===== src/hdl/oamu_pkg.sv =====
// holds constants and types for the operand address mode unit
// assumes a 16-bit word and a byte-addressed memory
package oamu_pkg;
	localparam int unsigned oamu_word_w = 16;
	localparam int unsigned oamu_reg_count = 8;
	localparam logic [2:0] oamu_pc_idx = 3'h7;
	localparam logic [2:0] oamu_sp_idx = 3'h6;
	localparam logic [15:0] oamu_step_byte = 16'h0001;
	localparam logic [15:0] oamu_step_word = 16'h0002;
	localparam logic [15:0] oamu_reg_reset = 16'h0000;
	localparam logic [7:0] oamu_low_mask_w = 8'h00;
	localparam int unsigned oamu_reg_lsb = 0;
	localparam int unsigned oamu_reg_msb = 2;
	localparam int unsigned oamu_mode_lsb = 3;
	localparam int unsigned oamu_mode_msb = 5;
	localparam int unsigned oamu_defer_bit = 3;
	localparam logic [2:0] oamu_m_reg = 3'h0;
	localparam logic [2:0] oamu_m_regdef = 3'h1;
	localparam logic [2:0] oamu_m_ainc = 3'h2;
	localparam logic [2:0] oamu_m_aincdef = 3'h3;
	localparam logic [2:0] oamu_m_adec = 3'h4;
	localparam logic [2:0] oamu_m_adecdef = 3'h5;
	localparam logic [2:0] oamu_m_idx = 3'h6;
	localparam logic [2:0] oamu_m_idxdef = 3'h7;

	typedef enum logic [2:0] {
		oamu_st_idle = 3'b000,
		oamu_st_rmw = 3'b001,
		oamu_st_ext = 3'b011,
		oamu_st_ptr = 3'b111,
		oamu_st_done = 3'b101
	} oamu_state_type;
endpackage : oamu_pkg


===== src/hdl/oamu_top.sv =====
// holds the operand address mode unit: mode decode and address forming
// assumes a memory that answers a read with mem_rvalid_in some cycles later
`timescale 1ns/100ps
`default_nettype none
// Summary of operation
// [RL1] bits 2..0 register, 5..3 mode
// [RL2] autoinc/autodec step one byte, two word
// [RL3] byte register mode touches low byte only
// [RL4] index mode: register plus following word
// [RL5] mode 1: register is operand address
// [RL6] mode 3: read pointer, then add two
// [RL7] mode 5: subtract two, then read pointer
// [RL8] mode 7: register plus index, read pointer
// [RL9] each fetch through counter adds two
// [RL10] byte operand via counter still adds two
// [RL11] immediate: operand is word after instruction
// [RL12] absolute: following word is operand address
// [RL13] relative: extension plus updated counter
// [RL14] relative deferred: read word at that sum
// [RL15] source extension first, then destination
// [RL16] stack pointer always steps by two
// [RL17] two stack pointers, status selects one
// [RL18] source finishes before destination starts
module oamu_top #(
	parameter int unsigned word_w = oamu_pkg::oamu_word_w
) (
	// clock and reset
	input wire logic clk_sys_in,
	input wire logic reset_in,
	// processor status word stack select
	input wire logic processor_status_word_sp_sel_in,
	// request: source then destination specifier
	input wire logic req_valid_in,
	output logic req_ready_out,
	input wire logic [5:0] src_spec_in,
	input wire logic [5:0] dst_spec_in,
	input wire logic has_src_in,
	input wire logic byte_op_in,
	// register write back for register mode
	input wire logic reg_wr_en_in,
	input wire logic [2:0] reg_wr_idx_in,
	input wire logic [word_w-1:0] reg_wr_data_in,
	input wire logic reg_wr_byte_in,
	// memory read port
	output logic mem_req_out,
	output logic [word_w-1:0] mem_addr_out,
	input wire logic mem_rvalid_in,
	input wire logic [word_w-1:0] mem_rdata_in,
	// results
	output logic res_valid_out,
	output logic res_is_src_out,
	output logic res_is_reg_out,
	output logic res_is_imm_out,
	output logic [2:0] res_reg_out,
	output logic [word_w-1:0] res_addr_out
);
	import oamu_pkg::*;

	// ************************************************************
	// state
	// ************************************************************
	oamu_state_type state_ff, nxt_state;
	logic cur_src_ff, nxt_cur_src;
	logic [5:0] spec_ff, nxt_spec;
	logic [5:0] dspec_ff;
	logic byte_ff;
	logic both_ff;
	logic mem_wait_ff, nxt_mem_wait;
	logic [word_w-1:0] addr_ff, nxt_addr;
	logic [word_w-1:0] mem_addr_ff, nxt_mem_addr;
	logic res_valid_ff, nxt_res_valid;
	logic res_imm_ff, nxt_res_imm;

	// ************************************************************
	// decode
	// ************************************************************
	logic [2:0] mode_w;
	logic [2:0] rsel_w;
	logic defer_w;
	logic is_pc_w;
	logic [word_w-1:0] rval_w;
	logic [word_w-1:0] pc_w;
	logic [word_w-1:0] step_w;
	logic rf_wr_en;
	logic rf_low;
	logic [2:0] rf_idx;
	logic [word_w-1:0] rf_data;

	assign rsel_w = spec_ff[oamu_reg_msb:oamu_reg_lsb]; // [RL1]
	assign mode_w = spec_ff[oamu_mode_msb:oamu_mode_lsb]; // [RL1]
	assign defer_w = spec_ff[oamu_defer_bit]; // [RL1]
	assign is_pc_w = (rsel_w == oamu_pc_idx);

	function automatic logic [15:0] step_of(input logic [2:0] r, input logic d, input logic b);
		if (d || r == oamu_sp_idx || r == oamu_pc_idx || !b) begin
			step_of = oamu_step_word; // [RL16] [RL10] [RL6] [RL7]
		end else begin
			step_of = oamu_step_byte; // [RL2]
		end
	endfunction : step_of

	assign step_w = step_of(rsel_w, defer_w, byte_ff);

	oamu_reg_file #(
		.word_w(word_w)
	) u_regs (
		.clk_sys_in(clk_sys_in),
		.reset_in(reset_in),
		.sp_sel_in(processor_status_word_sp_sel_in),
		.rd_idx_in(rsel_w),
		.rd_data_out(rval_w),
		.wr_en_in(rf_wr_en),
		.wr_low_only_in(rf_low),
		.wr_idx_in(rf_idx),
		.wr_data_in(rf_data),
		.pc_out(pc_w)
	);

	// ************************************************************
	// sequencing
	// ************************************************************
	logic start_w;
	logic in_calc;
	logic step_now;
	logic upd_now;
	logic [word_w-1:0] upd_val;

	assign req_ready_out = (state_ff == oamu_st_idle);
	assign start_w = req_valid_in && req_ready_out;
	assign in_calc = (state_ff == oamu_st_rmw);
	// register update happens once on entry to calc
	assign step_now = in_calc && (mode_w == oamu_m_ainc || mode_w == oamu_m_aincdef || mode_w == oamu_m_adec
		|| mode_w == oamu_m_adecdef);
	assign upd_val = (mode_w[2]) ? rval_w - step_w : rval_w + step_w; // [RL2]
	// extension fetch through counter advances it by two
	assign upd_now = (state_ff == oamu_st_ext) && mem_rvalid_in && mem_wait_ff; // [RL9]
	assign rf_wr_en = step_now || upd_now || reg_wr_en_in;
	assign rf_idx = (step_now || upd_now) ? (upd_now ? oamu_pc_idx : rsel_w) : reg_wr_idx_in;
	assign rf_data = upd_now ? pc_w + oamu_step_word : (step_now ? upd_val : reg_wr_data_in);
	assign rf_low = !(step_now || upd_now) && reg_wr_byte_in; // [RL3]

	always_comb begin
		nxt_state = state_ff;
		nxt_cur_src = cur_src_ff;
		nxt_spec = spec_ff;
		nxt_mem_wait = mem_wait_ff;
		nxt_addr = addr_ff;
		nxt_mem_addr = mem_addr_ff;
		nxt_res_valid = 1'b0;
		nxt_res_imm = 1'b0;
		case (state_ff)
			oamu_st_idle: begin
				if (start_w) begin
					nxt_cur_src = has_src_in; // [RL15]
					nxt_spec = has_src_in ? src_spec_in : dst_spec_in;
					nxt_state = oamu_st_rmw;
				end
			end
			oamu_st_rmw: begin
				case (mode_w)
					oamu_m_reg: begin
						nxt_addr = {13'h0000, rsel_w};
						nxt_state = oamu_st_done;
					end
					oamu_m_regdef: begin
						nxt_addr = rval_w; // [RL5]
						nxt_state = oamu_st_done;
					end
					oamu_m_ainc: begin
						nxt_addr = rval_w;
						nxt_res_imm = is_pc_w; // [RL11]
						nxt_state = oamu_st_done;
					end
					oamu_m_aincdef: begin
						nxt_mem_addr = rval_w; // [RL6] [RL12]
						nxt_mem_wait = 1'b1;
						nxt_state = oamu_st_ptr;
					end
					oamu_m_adec: begin
						nxt_addr = upd_val;
						nxt_state = oamu_st_done;
					end
					oamu_m_adecdef: begin
						nxt_mem_addr = upd_val; // [RL7]
						nxt_mem_wait = 1'b1;
						nxt_state = oamu_st_ptr;
					end
					default: begin
						nxt_mem_addr = pc_w; // [RL4] [RL8] [RL15]
						nxt_mem_wait = 1'b1;
						nxt_state = oamu_st_ext;
					end
				endcase
			end
			oamu_st_ext: begin
				if (mem_rvalid_in) begin
					// counter value after its own fetch is the relative base
					nxt_addr = mem_rdata_in + (is_pc_w ? pc_w + oamu_step_word : rval_w); // [RL4] [RL13]
					if (mode_w == oamu_m_idxdef) begin
						nxt_mem_addr = nxt_addr; // [RL8] [RL14]
						nxt_mem_wait = 1'b1;
						nxt_state = oamu_st_ptr;
					end else begin
						nxt_mem_wait = 1'b0;
						nxt_state = oamu_st_done;
					end
				end
			end
			oamu_st_ptr: begin
				if (mem_rvalid_in) begin
					nxt_addr = mem_rdata_in; // [RL6] [RL12] [RL14]
					nxt_mem_wait = 1'b0;
					nxt_state = oamu_st_done;
				end
			end
			oamu_st_done: begin
				nxt_res_valid = 1'b1;
				nxt_res_imm = res_imm_ff;
				if (cur_src_ff && both_ff) begin
					nxt_cur_src = 1'b0; // [RL18]
					nxt_spec = dspec_ff;
					nxt_state = oamu_st_rmw;
				end else begin
					nxt_state = oamu_st_idle;
				end
			end
			default: begin
				nxt_state = oamu_st_idle;
			end
		endcase
	end

	always_ff @(posedge clk_sys_in) begin
		if (reset_in) begin
			state_ff <= oamu_st_idle;
			cur_src_ff <= 1'b0;
			spec_ff <= 6'h00;
			dspec_ff <= 6'h00;
			byte_ff <= 1'b0;
			both_ff <= 1'b0;
			mem_wait_ff <= 1'b0;
			addr_ff <= oamu_reg_reset;
			mem_addr_ff <= oamu_reg_reset;
			res_valid_ff <= 1'b0;
			res_imm_ff <= 1'b0;
		end else begin
			state_ff <= nxt_state;
			cur_src_ff <= nxt_cur_src;
			spec_ff <= nxt_spec;
			mem_wait_ff <= nxt_mem_wait;
			addr_ff <= nxt_addr;
			mem_addr_ff <= nxt_mem_addr;
			res_valid_ff <= nxt_res_valid;
			res_imm_ff <= (state_ff == oamu_st_rmw) ? nxt_res_imm : res_imm_ff;
			if (start_w) begin
				dspec_ff <= dst_spec_in;
				byte_ff <= byte_op_in;
				both_ff <= has_src_in;
			end
		end
	end

	// ************************************************************
	// outputs
	// ************************************************************
	logic mem_req_w;
	logic [2:0] res_reg_ff;
	logic res_src_ff;
	logic res_isreg_ff;
	assign mem_req_w = (state_ff == oamu_st_ext || state_ff == oamu_st_ptr) && mem_wait_ff;
	assign mem_req_out = mem_req_w;
	assign mem_addr_out = mem_addr_ff;
	assign res_valid_out = res_valid_ff;
	assign res_is_imm_out = res_imm_ff && res_valid_ff;
	assign res_addr_out = addr_ff;
	assign res_reg_out = res_reg_ff;
	assign res_is_src_out = res_src_ff;
	assign res_is_reg_out = res_isreg_ff;

	always_ff @(posedge clk_sys_in) begin
		if (reset_in) begin
			res_reg_ff <= 3'h0;
			res_src_ff <= 1'b0;
			res_isreg_ff <= 1'b0;
		end else if (state_ff == oamu_st_done) begin
			res_reg_ff <= rsel_w;
			res_src_ff <= cur_src_ff;
			res_isreg_ff <= (mode_w == oamu_m_reg);
		end
	end
endmodule : oamu_top
`default_nettype wire


===== src/hdl/oamu_reg_file.sv =====
// holds the general register file with two stack pointers
// assumes one write port and two read ports, same clock
`timescale 1ns/100ps
`default_nettype none
module oamu_reg_file #(
	parameter int unsigned word_w = oamu_pkg::oamu_word_w
) (
	// clock and reset
	input wire logic clk_sys_in,
	input wire logic reset_in,
	// stack select
	input wire logic sp_sel_in,
	// read port
	input wire logic [2:0] rd_idx_in,
	output logic [word_w-1:0] rd_data_out,
	// write port
	input wire logic wr_en_in,
	input wire logic wr_low_only_in,
	input wire logic [2:0] wr_idx_in,
	input wire logic [word_w-1:0] wr_data_in,
	// direct view of program counter
	output logic [word_w-1:0] pc_out
);
	import oamu_pkg::*;
	logic [word_w-1:0] regs_ff [0:oamu_reg_count-1];
	logic [word_w-1:0] alt_sp_ff;
	logic [word_w-1:0] cur_val;
	logic [word_w-1:0] merged;
	logic use_alt_rd;
	logic use_alt_wr;

	assign use_alt_rd = sp_sel_in && (rd_idx_in == oamu_sp_idx); // [RL17]
	assign use_alt_wr = sp_sel_in && (wr_idx_in == oamu_sp_idx); // [RL17]
	assign rd_data_out = use_alt_rd ? alt_sp_ff : regs_ff[rd_idx_in];
	assign pc_out = regs_ff[oamu_pc_idx];
	assign cur_val = use_alt_wr ? alt_sp_ff : regs_ff[wr_idx_in];
	assign merged = wr_low_only_in ? {cur_val[word_w-1:8], wr_data_in[7:0]} : wr_data_in; // [RL3]

	always_ff @(posedge clk_sys_in) begin
		if (reset_in) begin
			for (int i = 0; i < oamu_reg_count; i++) begin
				regs_ff[i] <= oamu_reg_reset;
			end
			alt_sp_ff <= oamu_reg_reset;
		end else if (wr_en_in) begin
			if (use_alt_wr) begin
				alt_sp_ff <= merged;
			end else begin
				regs_ff[wr_idx_in] <= merged;
			end
		end
	end
endmodule : oamu_reg_file
`default_nettype wire


===== config.mk =====
export PLATFORM = sky130hd
export DESIGN_NAME = oamu_top
export DESIGN_NICKNAME = d
export VERILOG_FILES = /design/src/hdl/oamu_pkg.sv /design/src/hdl/oamu_top.sv /design/src/hdl/oamu_reg_file.sv
export SDC_FILE = /design/constraint.sdc
export NUM_CORES = 1
export LEC_CHECK = 0
export ABC_AREA = 1
export ABC_CLOCK_PERIOD_IN_PS = 5850
export BUFFER_PORTS_ARGS = -buffer_cell sky130_fd_sc_hd__buf_2
export CAP_MARGIN = 5
export CELL_PAD_IN_SITES_DETAIL_PLACEMENT = 0
export CELL_PAD_IN_SITES_GLOBAL_PLACEMENT = 1
export CORE_AREA = 2 2 154 216
export CTS_CLUSTER_SIZE = 25
export DETAILED_ROUTE_END_ITERATION = 7
export DIE_AREA = 0 0 156 218
export PLACE_DENSITY_LB_ADDON = 0.25
export SLEW_MARGIN = 5
export SYNTH_ARGS = -nofsm -noshare
export SYNTH_HDL_FRONTEND = slang
export SYNTH_SLANG_ARGS = --single-unit
export TNS_END_PERCENT = 20

===== constraint.sdc =====
create_clock -name clk_sys_in -period 5.85 [get_ports clk_sys_in]
set_input_delay 0.2925 -clock clk_sys_in [delete_from_list [all_inputs] [get_ports clk_sys_in]]
set_output_delay 0.2925 -clock clk_sys_in [all_outputs]
set_load 0.02 [all_outputs]

# Word-level counts from Yosys, hierarchy flattened
# Memories as Yosys holds them, arrays and structs flattened. A register that Yosys moved wholly into a read port is not among the register bits.
# Index checks and enable logic that the tools add are counted.
dict set report classes {
  add_sub_neg 4
  n_mul 0
  div_mod_pow 0
  order_cmp 0
  eq_ne 20
  shifts 0
  muxes 50
  bitwise_logic 0
  reduce_logical 36
}
# op count
set op_table {}
lappend op_table {{2-to-1 mux 16 bit} 12}
lappend op_table {{one-hot mux 16 bit (3 select lines)} 3}
lappend op_table {{adder 16 bit} 2}
lappend op_table {{one-hot mux 16 bit (2 select lines)} 1}
lappend op_table {{== test 3 bit (second input constant)} 8}
lappend op_table {{2-to-1 mux 3 bit} 8}
lappend op_table {{2-to-1 mux 6 bit} 3}
lappend op_table {{adder 16 x 2 -> 16 bit (second input constant)} 1}
lappend op_table {{2-to-1 mux 1 bit} 16}
lappend op_table {{OR reduction 16 bit} 1}
lappend op_table {{subtractor 16 bit} 1}
lappend op_table {{one-hot mux 3 bit (5 select lines)} 1}
lappend op_table {{one-hot mux 6 bit (2 select lines)} 1}
lappend op_table {{AND reduction 4 bit} 3}
lappend op_table {{logical AND 1 bit} 10}
lappend op_table {{== test 3 x 2 -> 1 bit (second input constant)} 3}
lappend op_table {{logical OR 1 bit} 9}
lappend op_table {{inequality test 2 bit (second input constant)} 4}
lappend op_table {{== test 3 x 1 -> 1 bit (second input constant)} 2}
lappend op_table {{zero test 3 bit} 2}
lappend op_table {{one-hot mux 3 bit (2 select lines)} 1}
lappend op_table {{AND reduction 3 bit} 2}
lappend op_table {{2-to-1 mux 2 bit} 2}
lappend op_table {{inequality test 2 x 1 -> 1 bit (second input constant)} 2}
lappend op_table {{9 further kinds} 12}
dict set report word_totals {
  ff_bits 74
  latchBits 0
  mem_bits_rw 128
  mem_bits_ro 0
  in_bits 56
  output_inout_bits 41
  elab_cells 126
  mem_count 1
}
# name words width read_ports rd_ports_with_merged_regs wr line_no
set memory_table {}
lappend memory_table {u_regs.regs_ff 8 16 3 1 8 oamu_reg_file.sv:25} ;# logic [word_w-1:0] regs_ff [0:oamu_reg_count-1];

# Longest topological paths before layout
# Gate-level depths: netlist of run 1.
dict set report depth {
  word_depth 15
  ltp_mapped 28
  ltp_nobuf 26
}

# Hierarchy
# From an unflattened synthesis of run 1, not the netlist that was laid out.
dict set report unflattened {
  cells_unflattened 1740
  area_unflattened_um2 13085.0
}
# module n_inst cells_per_inst area_per_inst_um2 seq_area_each_um2
set modules_own_cells {}
lappend modules_own_cells {oamu_reg_file 1 837 7562.3 4164.0}
lappend modules_own_cells {oamu_top 1 903 5522.8 1161.1}

# Worst setup path before layout of run 1
# OpenSTA, ideal clock, no wires.
dict set report synth_timing {
  path_kind {reg-to-reg}
  from {register (tool-made name)}
  to {memory u_regs.regs_ff[0][14] in the netlist's numbering, data pin}
  setup_ns 0.138
  arrival_ns 3.183
  required_ns 5.712
  path_slack_ns 2.529
  path_stages_with_launch 24
  path_buffers 4
  synth_period_minus_slack_ns 3.321
  path_cell_list {dfxtp_1 buf_2 inv_1 clkbuf_1 clkbuf_1 o21ai_0 o21ai_0 o211ai_1 o21ai_0 inv_1 ha_1 inv_1 fa_1 nand4_1 nand3_1 nand2_1 inv_1 o21ai_0 nand3_1 nand2_1 nand2_1 and2_1 buf_6 nor2_1}
}
# item line_no
set synth_rtl {}
lappend synth_rtl {{end, declared} oamu_reg_file.sv:25}

==> key figures, run 1 <==
Layout
  – Area Overhead vs Synth: 11.9%
  – Final core utilization: 44.2%
  – Filler Cells Inserted: roughly 3.3k
  – Antenna cells: 0
  – Fin nets: 1,843
  – Fraction of layout cells with a size suffix above 1: 12.3%
  – Non-Filler Instances: between 2k and 2.5k

Setup path
  – Cells along the critical path: buf_4 > o21ai_0 > o211ai_1 > nand3_1 > o21ai_0 > ha_1 > a21oi_1 > nand2_1 > nand3_1 > nand2_1 > nand2_1 > nand2_1 > xnor2_1 > nor2_1 > o21ai_0 > nand2_1 > inv_2 > nor2_1
  – CP max FO: 24
  – Worst setup path class: reg -> reg
  – CP dominant cell by count: nand2_1
  – Worst Path Arrival: approximately 4.7 ns
  – Worst setup SP type: flop
  – Worst Path Required: 6.12 ns
  – Crit path max-delay cell type: dfxtp_1
  – Worst setup EP type: flop
  – Slowest stage delay, CP: 0.80 ns

STA
  – Crit path time final: about 4.5 ns
  – Hold Violations, Final: 0
  – Clk_skew: roughly 0.023 ns
  – Slew headroom: 34.6%
  – Unrepaired setup endpoints after global routing: no
  – Measured slew at the worst slew-check pin: 0.979 ns
  – Fmax achieved: 223 MHz
  – Final TNS setup: 0 ns
  – Setup violators final: 0
  – Final slew viol count: 0
  – Period utilization: 76.5%

Logic synthesis
  – Cells after synthesis: 1,683
  – Syn Area/Cell: approximately 7.5 um2
  – Most frequent cell after synthesis: nand2_1
  – Synth Net Count: 1,773
  – Synth Register Bits: 205
  – Post-synth EDFFs: 128
  – Synth Flop Type: edfxtp_1
  – Main combinational cell family by area after synthesis: simple AND/OR/NAND/NOR gates
  – Synth Area in Compound Gates: 18.2%
  – Synth Area in XOR/XNOR: 1.45%
  – Synth Cell Area: 12,700 um2
  – Synth cell types: 57
  – FFs w/ async S/R, synth: 0%
  – Synth Area in Adders: 3.47%
  – Area share of and/or/nand/nor cells after synthesis: 26.4%
  – Synth warn: 0
  – Seq/Total Area, Yosys: a little over two fifths
  – Synth area leader: edfxtp_1
  – Most common library cells after synthesis: nand2_1 (330), nor2_1 (259), o21ai_0 (166), inv_1 (141), edfxtp_1 (128)
  – Mux cell area share after synthesis: less than 1%
  – Synth top area share: 30.3%
  – Top cells by area, synth: edfxtp_1 (30%), dfxtp_1 (12%), nand2_1 (9.8%)

CTS
  – CTS tree: yes
  – CTS H-tree depth: 1
  – CTS hold repair buffers: 0
  – Clk sinks: 205
  – CTS buffer count: 22
  – Resized cells post-CTS: 0
  – Clk root buf: clkbuf_16
  – Clk pin slew, worst setup/hold paths: 0.06 ns
  – Clk_lat worst skew: 0.54 ns
  – # Post-CTS Setup Buffers: 0
  – CTS Buffer Depth: 3

Die
  – Initial Util: about two fifths
  – Die ar.: 34,000 um2
  – Core Area: 32,100 um2
  – FP Rows: 78
  – Die height: between 200 and 250 um
  – Ports: between 90 and 100
  – Die width: 156 um

Global route
  – Number of global-route vias before repair: 11.9k
  – Overflow after GRT: 0
  – Pin count of the biggest net entering global routing: 71
  – Grt peak-use layer: met2
  – Initial antenna violation count: 0
  – First-pass GRT wire length: 68,600 um
  – Met1 Usage GRT: 30.4%
  – Total Routing Usage GR: 26.4%
  – Met2 Track Usage GR: approximately 48%
  – GR Util met3: 3.04%

Routing
  – Via count: 12.0k
  – WL/cell: 20.7 um
  – DRC: 0
  – Detailed Routing Iterations Pass 1: 8
  – Final antenna-violating net count: 0
  – Vias per inst: between 5 and 6
  – Initial drt markers: 1,014
  – Drt total wl: 45,000 um

Power and ir drop
  – Pwr per Cell Area: between 300 and 400 nW/um2
  – Power Total: 5.59 mW
  – Max VDD drop: 0.183 mV
  – Leak pwr: 6.20 nW
  – Sequential share of power: 31.8%
  – Gate power share: 43.9%
  – Internal cell power: about 3.2 mW
  – Clock power share: 24.4%
  – Sw frac: around 43%
  – Switching Power: 2.42 mW

Place
  – DP HPWL: around 33,000 um
  – Port bufs: 96
  – DP Cell Count: 2,129
  – Routability-driven placement congestion ratio: just under 1

Job
  – Max cap viols: 0

Min path
  – Min-Delay Path Class: in -> reg

Run status
  – Status: complete, no violations
placed cells by master, fill, tap and decap left out, drive strengths merged, types with 4 or more instances in the layout:
| cell type | count |
|---|---|
| a211oi | 11 |
| a21oi | 113 |
| a22o | 4 |
| a22oi | 4 |
| a31oi | 13 |
| buf | 125 |
| clkbuf | 31 |
| clkinv | 15 |
| dfxtp | 77 |
| edfxtp | 128 |
| ha | 32 |
| inv | 151 |
| mux2 | 5 |
| nand2 | 346 |
| nand3 | 127 |
| nand4 | 12 |
| nor2 | 274 |
| nor3 | 12 |
| o211ai | 37 |
| o21ai | 177 |
| o21bai | 6 |
| o221ai | 4 |
| o22ai | 12 |
| or2 | 5 |
| xnor2 | 5 |
| xor2 | 16 |
critical path, delay by kind of cell, from the launching register on:
family                     cells  cell delay (ns)
AOI/OAI and AO/OA              5             1.23
and+or+nand+nor                9             0.92
DFF                            1             0.80
buffers and inverters          2             0.57
adders and majority gates      1             0.40
xor gates and xnor gates       1             0.28
logic make-up (layout without fill, tap and decap cells):
logic type / after synthesis / in the layout
flops: 205 / 205
xor+xnor: 21 / 21
mux: 6 / 6
fa+ha+maj: 34 / 34
compound gates: 398 / 398
buf+inv: 238 / 324
simple gates: 781 / 781
area by class of cell:
type	instances	area (um2)	area share (%)
clock buffer	31	606	4.26
clock inverter	9	67.6	0.476
inverter	159	601	4.23
multi-input combinational	1240	6340	44.7
sequential	205	5390	37.9
tap	400	500	3.52
timing repair buffer	125	698	4.92
power by group through the flow:
stage	clock [mW]	combinational [mW]	sequential [mW]
after floorplan	0	1.69	1.81
after global placement	0	2.42	1.80
after detailed placement	0	2.42	1.80
after CTS	1.38	2.43	1.77
after global routing	1.43	2.74	1.79
final	1.36	2.45	1.78
registers in the layout, summed over array words and instances (netlist names), named ones only:
name / cells
both_ff: 1
byte_ff: 1
cur_src_ff: 1
dspec_ff: 6
mem_addr_out: 16
mem_wait_ff: 1
res_addr_out: 16
res_imm_ff: 1
res_is_reg_out: 1
res_is_src_out: 1
res_reg_out: 3
res_valid_out: 1
spec_ff: 6
state_ff: 3
u_regs.alt_sp_ff: 16
u_regs.regs_ff: 128
per-stage QoR:
step           worst slack, ns  cell area [um2]  hold WS, ns
6_report                  1.38            14200       0.0434
5_1_grt                   1.10            14200       0.0613
4_1_cts                   1.44            14200       0.0315
3_5_place_dp              1.45            13500        0.446
3_3_place_gp              1.50            13500        0.440
2_1_floorplan             2.53            12700        0.430
per-layer routing:
metal / part of all wire, % / up-vias
met4: 5.1 / 0
met3: 5.5 / 112
met5: 0 / -
met2: 51 / 465
li1: - / 5846
met1: 39 / 5596
worst paths after layout:
path | start | slack [ns] | endpoint | depth (start not counted)
worst max-delay path | flop | 1.38 | u_regs.regs_ff[2][9]$_SDFFCE_PN0P_ | 18
worst min-delay path | dst_spec_in[1] | 0.04 | dspec_ff[1]$_SDFFE_PP0P_ | 3
worst max register to register | flop | 1.38 | u_regs.regs_ff[2][9]$_SDFFCE_PN0P_ | 18
worst min register to register | dspec_ff[4]$_SDFFE_PP0P_ | 0.46 | dspec_ff[4]$_SDFFE_PP0P_ | 2
(Power assumes the default switching activity.)
==> run 2, diff against run 1 <==
ABC_CLOCK_PERIOD_IN_PS = 4320   (was 5850)
clock period = 4.32 ns   (was 5.85 ns; I/O delays follow)
==> key figures, run 2 (same netlist as run 1, synthesis figures left out) <==
Global route
  – Overflow after GRT: 0 (unchanged)
  – Number of global-route vias before repair: 11.7k (was 11.9k)
  – First-pass GRT wire length: 67,300 um (was 68,600 um)
  – Pin count of the biggest net entering global routing: 58 (was 71)
  – Initial antenna violation count: 0 (unchanged)
  – Total Routing Usage GR: 25.7% (was 26.4%)

CTS
  – Clk pin slew, worst setup/hold paths: 0.06 ns (about the same)
  – Clk sinks: 205 (unchanged)
  – Clk_lat worst skew: 0.52 ns (was 0.54 ns)
  – Clk root buf: clkbuf_16 (unchanged)
  – CTS H-tree depth: 1 (unchanged)
  – # Post-CTS Setup Buffers: 0 (unchanged)
  – CTS buffer count: 21 (was 22)
  – CTS Buffer Depth: 3 (unchanged)
  – CTS tree: yes (unchanged)

Layout
  – Fin nets: 1,877 (was 1,843)
  – Fraction of layout cells with a size suffix above 1: 13.7% (was 12.3%)
  – Most frequent cells in the layout: nand2_1 (330), nor2_1 (259), o21ai_0 (165) (was nand2_1 (330), nor2_1 (259), o21ai_0 (166))
  – Area Overhead vs Synth: 13.9% (was 11.9%)
  – Post-route cell area: 14,500 um2 (was 14,200 um2)
  – Most flop-heavy register: u_regs.regs_ff (unchanged)
  – Filler Cells Inserted: 3,356 (was 3,294)
  – Leading cell type in the layout, fill and taps excluded: nand2_1 (unchanged)
  – Max reg flops: 128 (unchanged)
  – Final core utilization: 45.0% (was 44.2%)
  – Antenna cells: 0 (unchanged)

Routing
  – Via count: 12.0k (about the same)
  – Drt total wl: 43,800 um (was 45,000 um)
  – Vias per inst: 5.44 (was 5.54)
  – Detailed Routing Iterations Pass 1: 5 (was 8)
  – Final antenna-violating net count: 0 (unchanged)
  – WL/cell: 19.9 um (was 20.7 um)
  – DRC: 0 (unchanged)
  – Initial drt markers: 797 (was 1,014)

STA
  – Measured slew at the worst slew-check pin: 1.00 ns (was 0.979 ns)
  – Final TNS setup: 0 ns (unchanged)
  – Unrepaired setup endpoints after global routing: no (unchanged)
  – Final slew viol count: 0 (unchanged)
  – Fmax achieved: 256 MHz (was 223 MHz)
  – Slew headroom: 33.1% (was 34.6%)
  – Crit path time final: 3.90 ns (was 4.47 ns)
  – Setup violators final: 0 (unchanged)
  – Clk_skew: 0.0206 ns (was 0.0227 ns)
  – Hold Violations, Final: 0 (unchanged)
  – Period utilization: 90.4% (was 76.5%)

Place
  – Port bufs: 96 (unchanged)
  – DP Area: 13,800 um2 (was 13,500 um2)
  – DP HPWL: 33,600 um (was 32,800 um)
  – Routability-driven placement congestion ratio: 0.968 (was 0.963)

Setup path
  – Worst Path Required: 4.58 ns (was 6.12 ns)
  – Reg2Reg Depth: 19 (was 18)
  – Worst Path Arrival: 4.17 ns (was 4.74 ns)
  – Worst setup SP type: flop (unchanged)
  – Worst setup EP type: flop (unchanged)
  – Worst setup path class: reg -> reg (unchanged)
  – CP max FO: 37 (was 24)
  – Worst reg-to-reg setup slack: 0.42 ns (was 1.38 ns)

Job
  – Max cap viols: 0 (unchanged)

Die
  – Ports: 97 (unchanged)
  – Die width: 156 um (unchanged)
  – Core Area: 32,100 um2 (unchanged)
  – Die ar.: 34,000 um2 (unchanged)
  – Initial Util: 39.5% (unchanged)
  – Die height: 218 um (unchanged)
  – FP Rows: 78 (unchanged)

Power and ir drop
  – Power Total: 7.55 mW (was 5.59 mW)
  – Pwr per Cell Area: 522 nW/um2 (was 394 nW/um2)
  – Leak pwr: 6.35 nW (was 6.20 nW)
  – Max VDD drop: 0.281 mV (was 0.183 mV)

Min path
  – Min-Delay Path Depth: 3 (unchanged)
  – Min-Delay Path Class: in -> reg (unchanged)

Run status
  – Status: complete, no violations (unchanged)
## run 2: power by group
part,switching [mW],total [mW],internal [mW]
Clock,0.768,1.77,1.00
Sequential,0.105,2.37,2.27
Combinational,2.35,3.41,1.06
## run 2: cell type report
class	count	area [um2]	share of cell area (%)
clock inverters	13	109	0.753
repair buffers	160	988	6.84
multi-input cells	1240	6340	43.9
flip-flops and latches	205	5390	37.3
well taps	400	500	3.46
inverters	159	601	4.15
clock buffers	23	533	3.69
## run 2: metal layers
metal | vias up | global-route usage (%) | part of all wire [%]
met1 | 5631 | 30.2 | 41
met5 | - | 0 | 0
met4 | 0 | 11.1 | 4.2
met3 | 92 | 2.62 | 4.0
li1 | 5913 | - | -
met2 | 336 | 47.0 | 51
## run 2: timing repair
item                                   CTS  global route
endpoints found under the hold margin    5             0
resized for setup                        0             1
setup endpoints to repair                0             5
hold buffers                             6             0
## run 2: final timing paths
| kind | startpoint | to |
|---|---|---|
| setup / recovery | flop | u_regs.regs_ff[0][14]$_SDFFCE_PN0P_ |
| hold / removal | dst_spec_in[3] | dspec_ff[3]$_SDFFE_PP0P_ |
| setup reg to reg | flop | u_regs.regs_ff[0][14]$_SDFFCE_PN0P_ |
| hold reg to reg | dspec_ff[2]$_SDFFE_PP0P_ | dspec_ff[2]$_SDFFE_PP0P_ |
## run 2: worst max-delay path, cell delays in order (launching register included)
cell and delay (ns):
dfxtp_2 0.44, buf_4 0.42, nand2_1 0.17, o211ai_1 0.12, o211ai_1 0.11, nand3_1 0.09, o21ai_0 0.25, ha_1 0.47
nand2_1 0.10, nor2_1 0.15, nand4_1 0.10, nand3_1 0.23, nand2_1 0.11, inv_1 0.07, o21ai_1 0.09, nand3_1 0.09
nand2_1 0.06, nand2_1 0.09, and2_1 0.43, nor2_1 0.07
## run 2: per-stage QoR
step                instances  setup slack [ns]  hold slack [ns]
floorplan                1683             0.999            0.384
global placement         2158             0.517            0.443
detailed placement       2158             0.463            0.445
CTS                      2200             0.469          0.00714
global route             2200            0.0566           0.0343
finish                   2200             0.415           0.0192
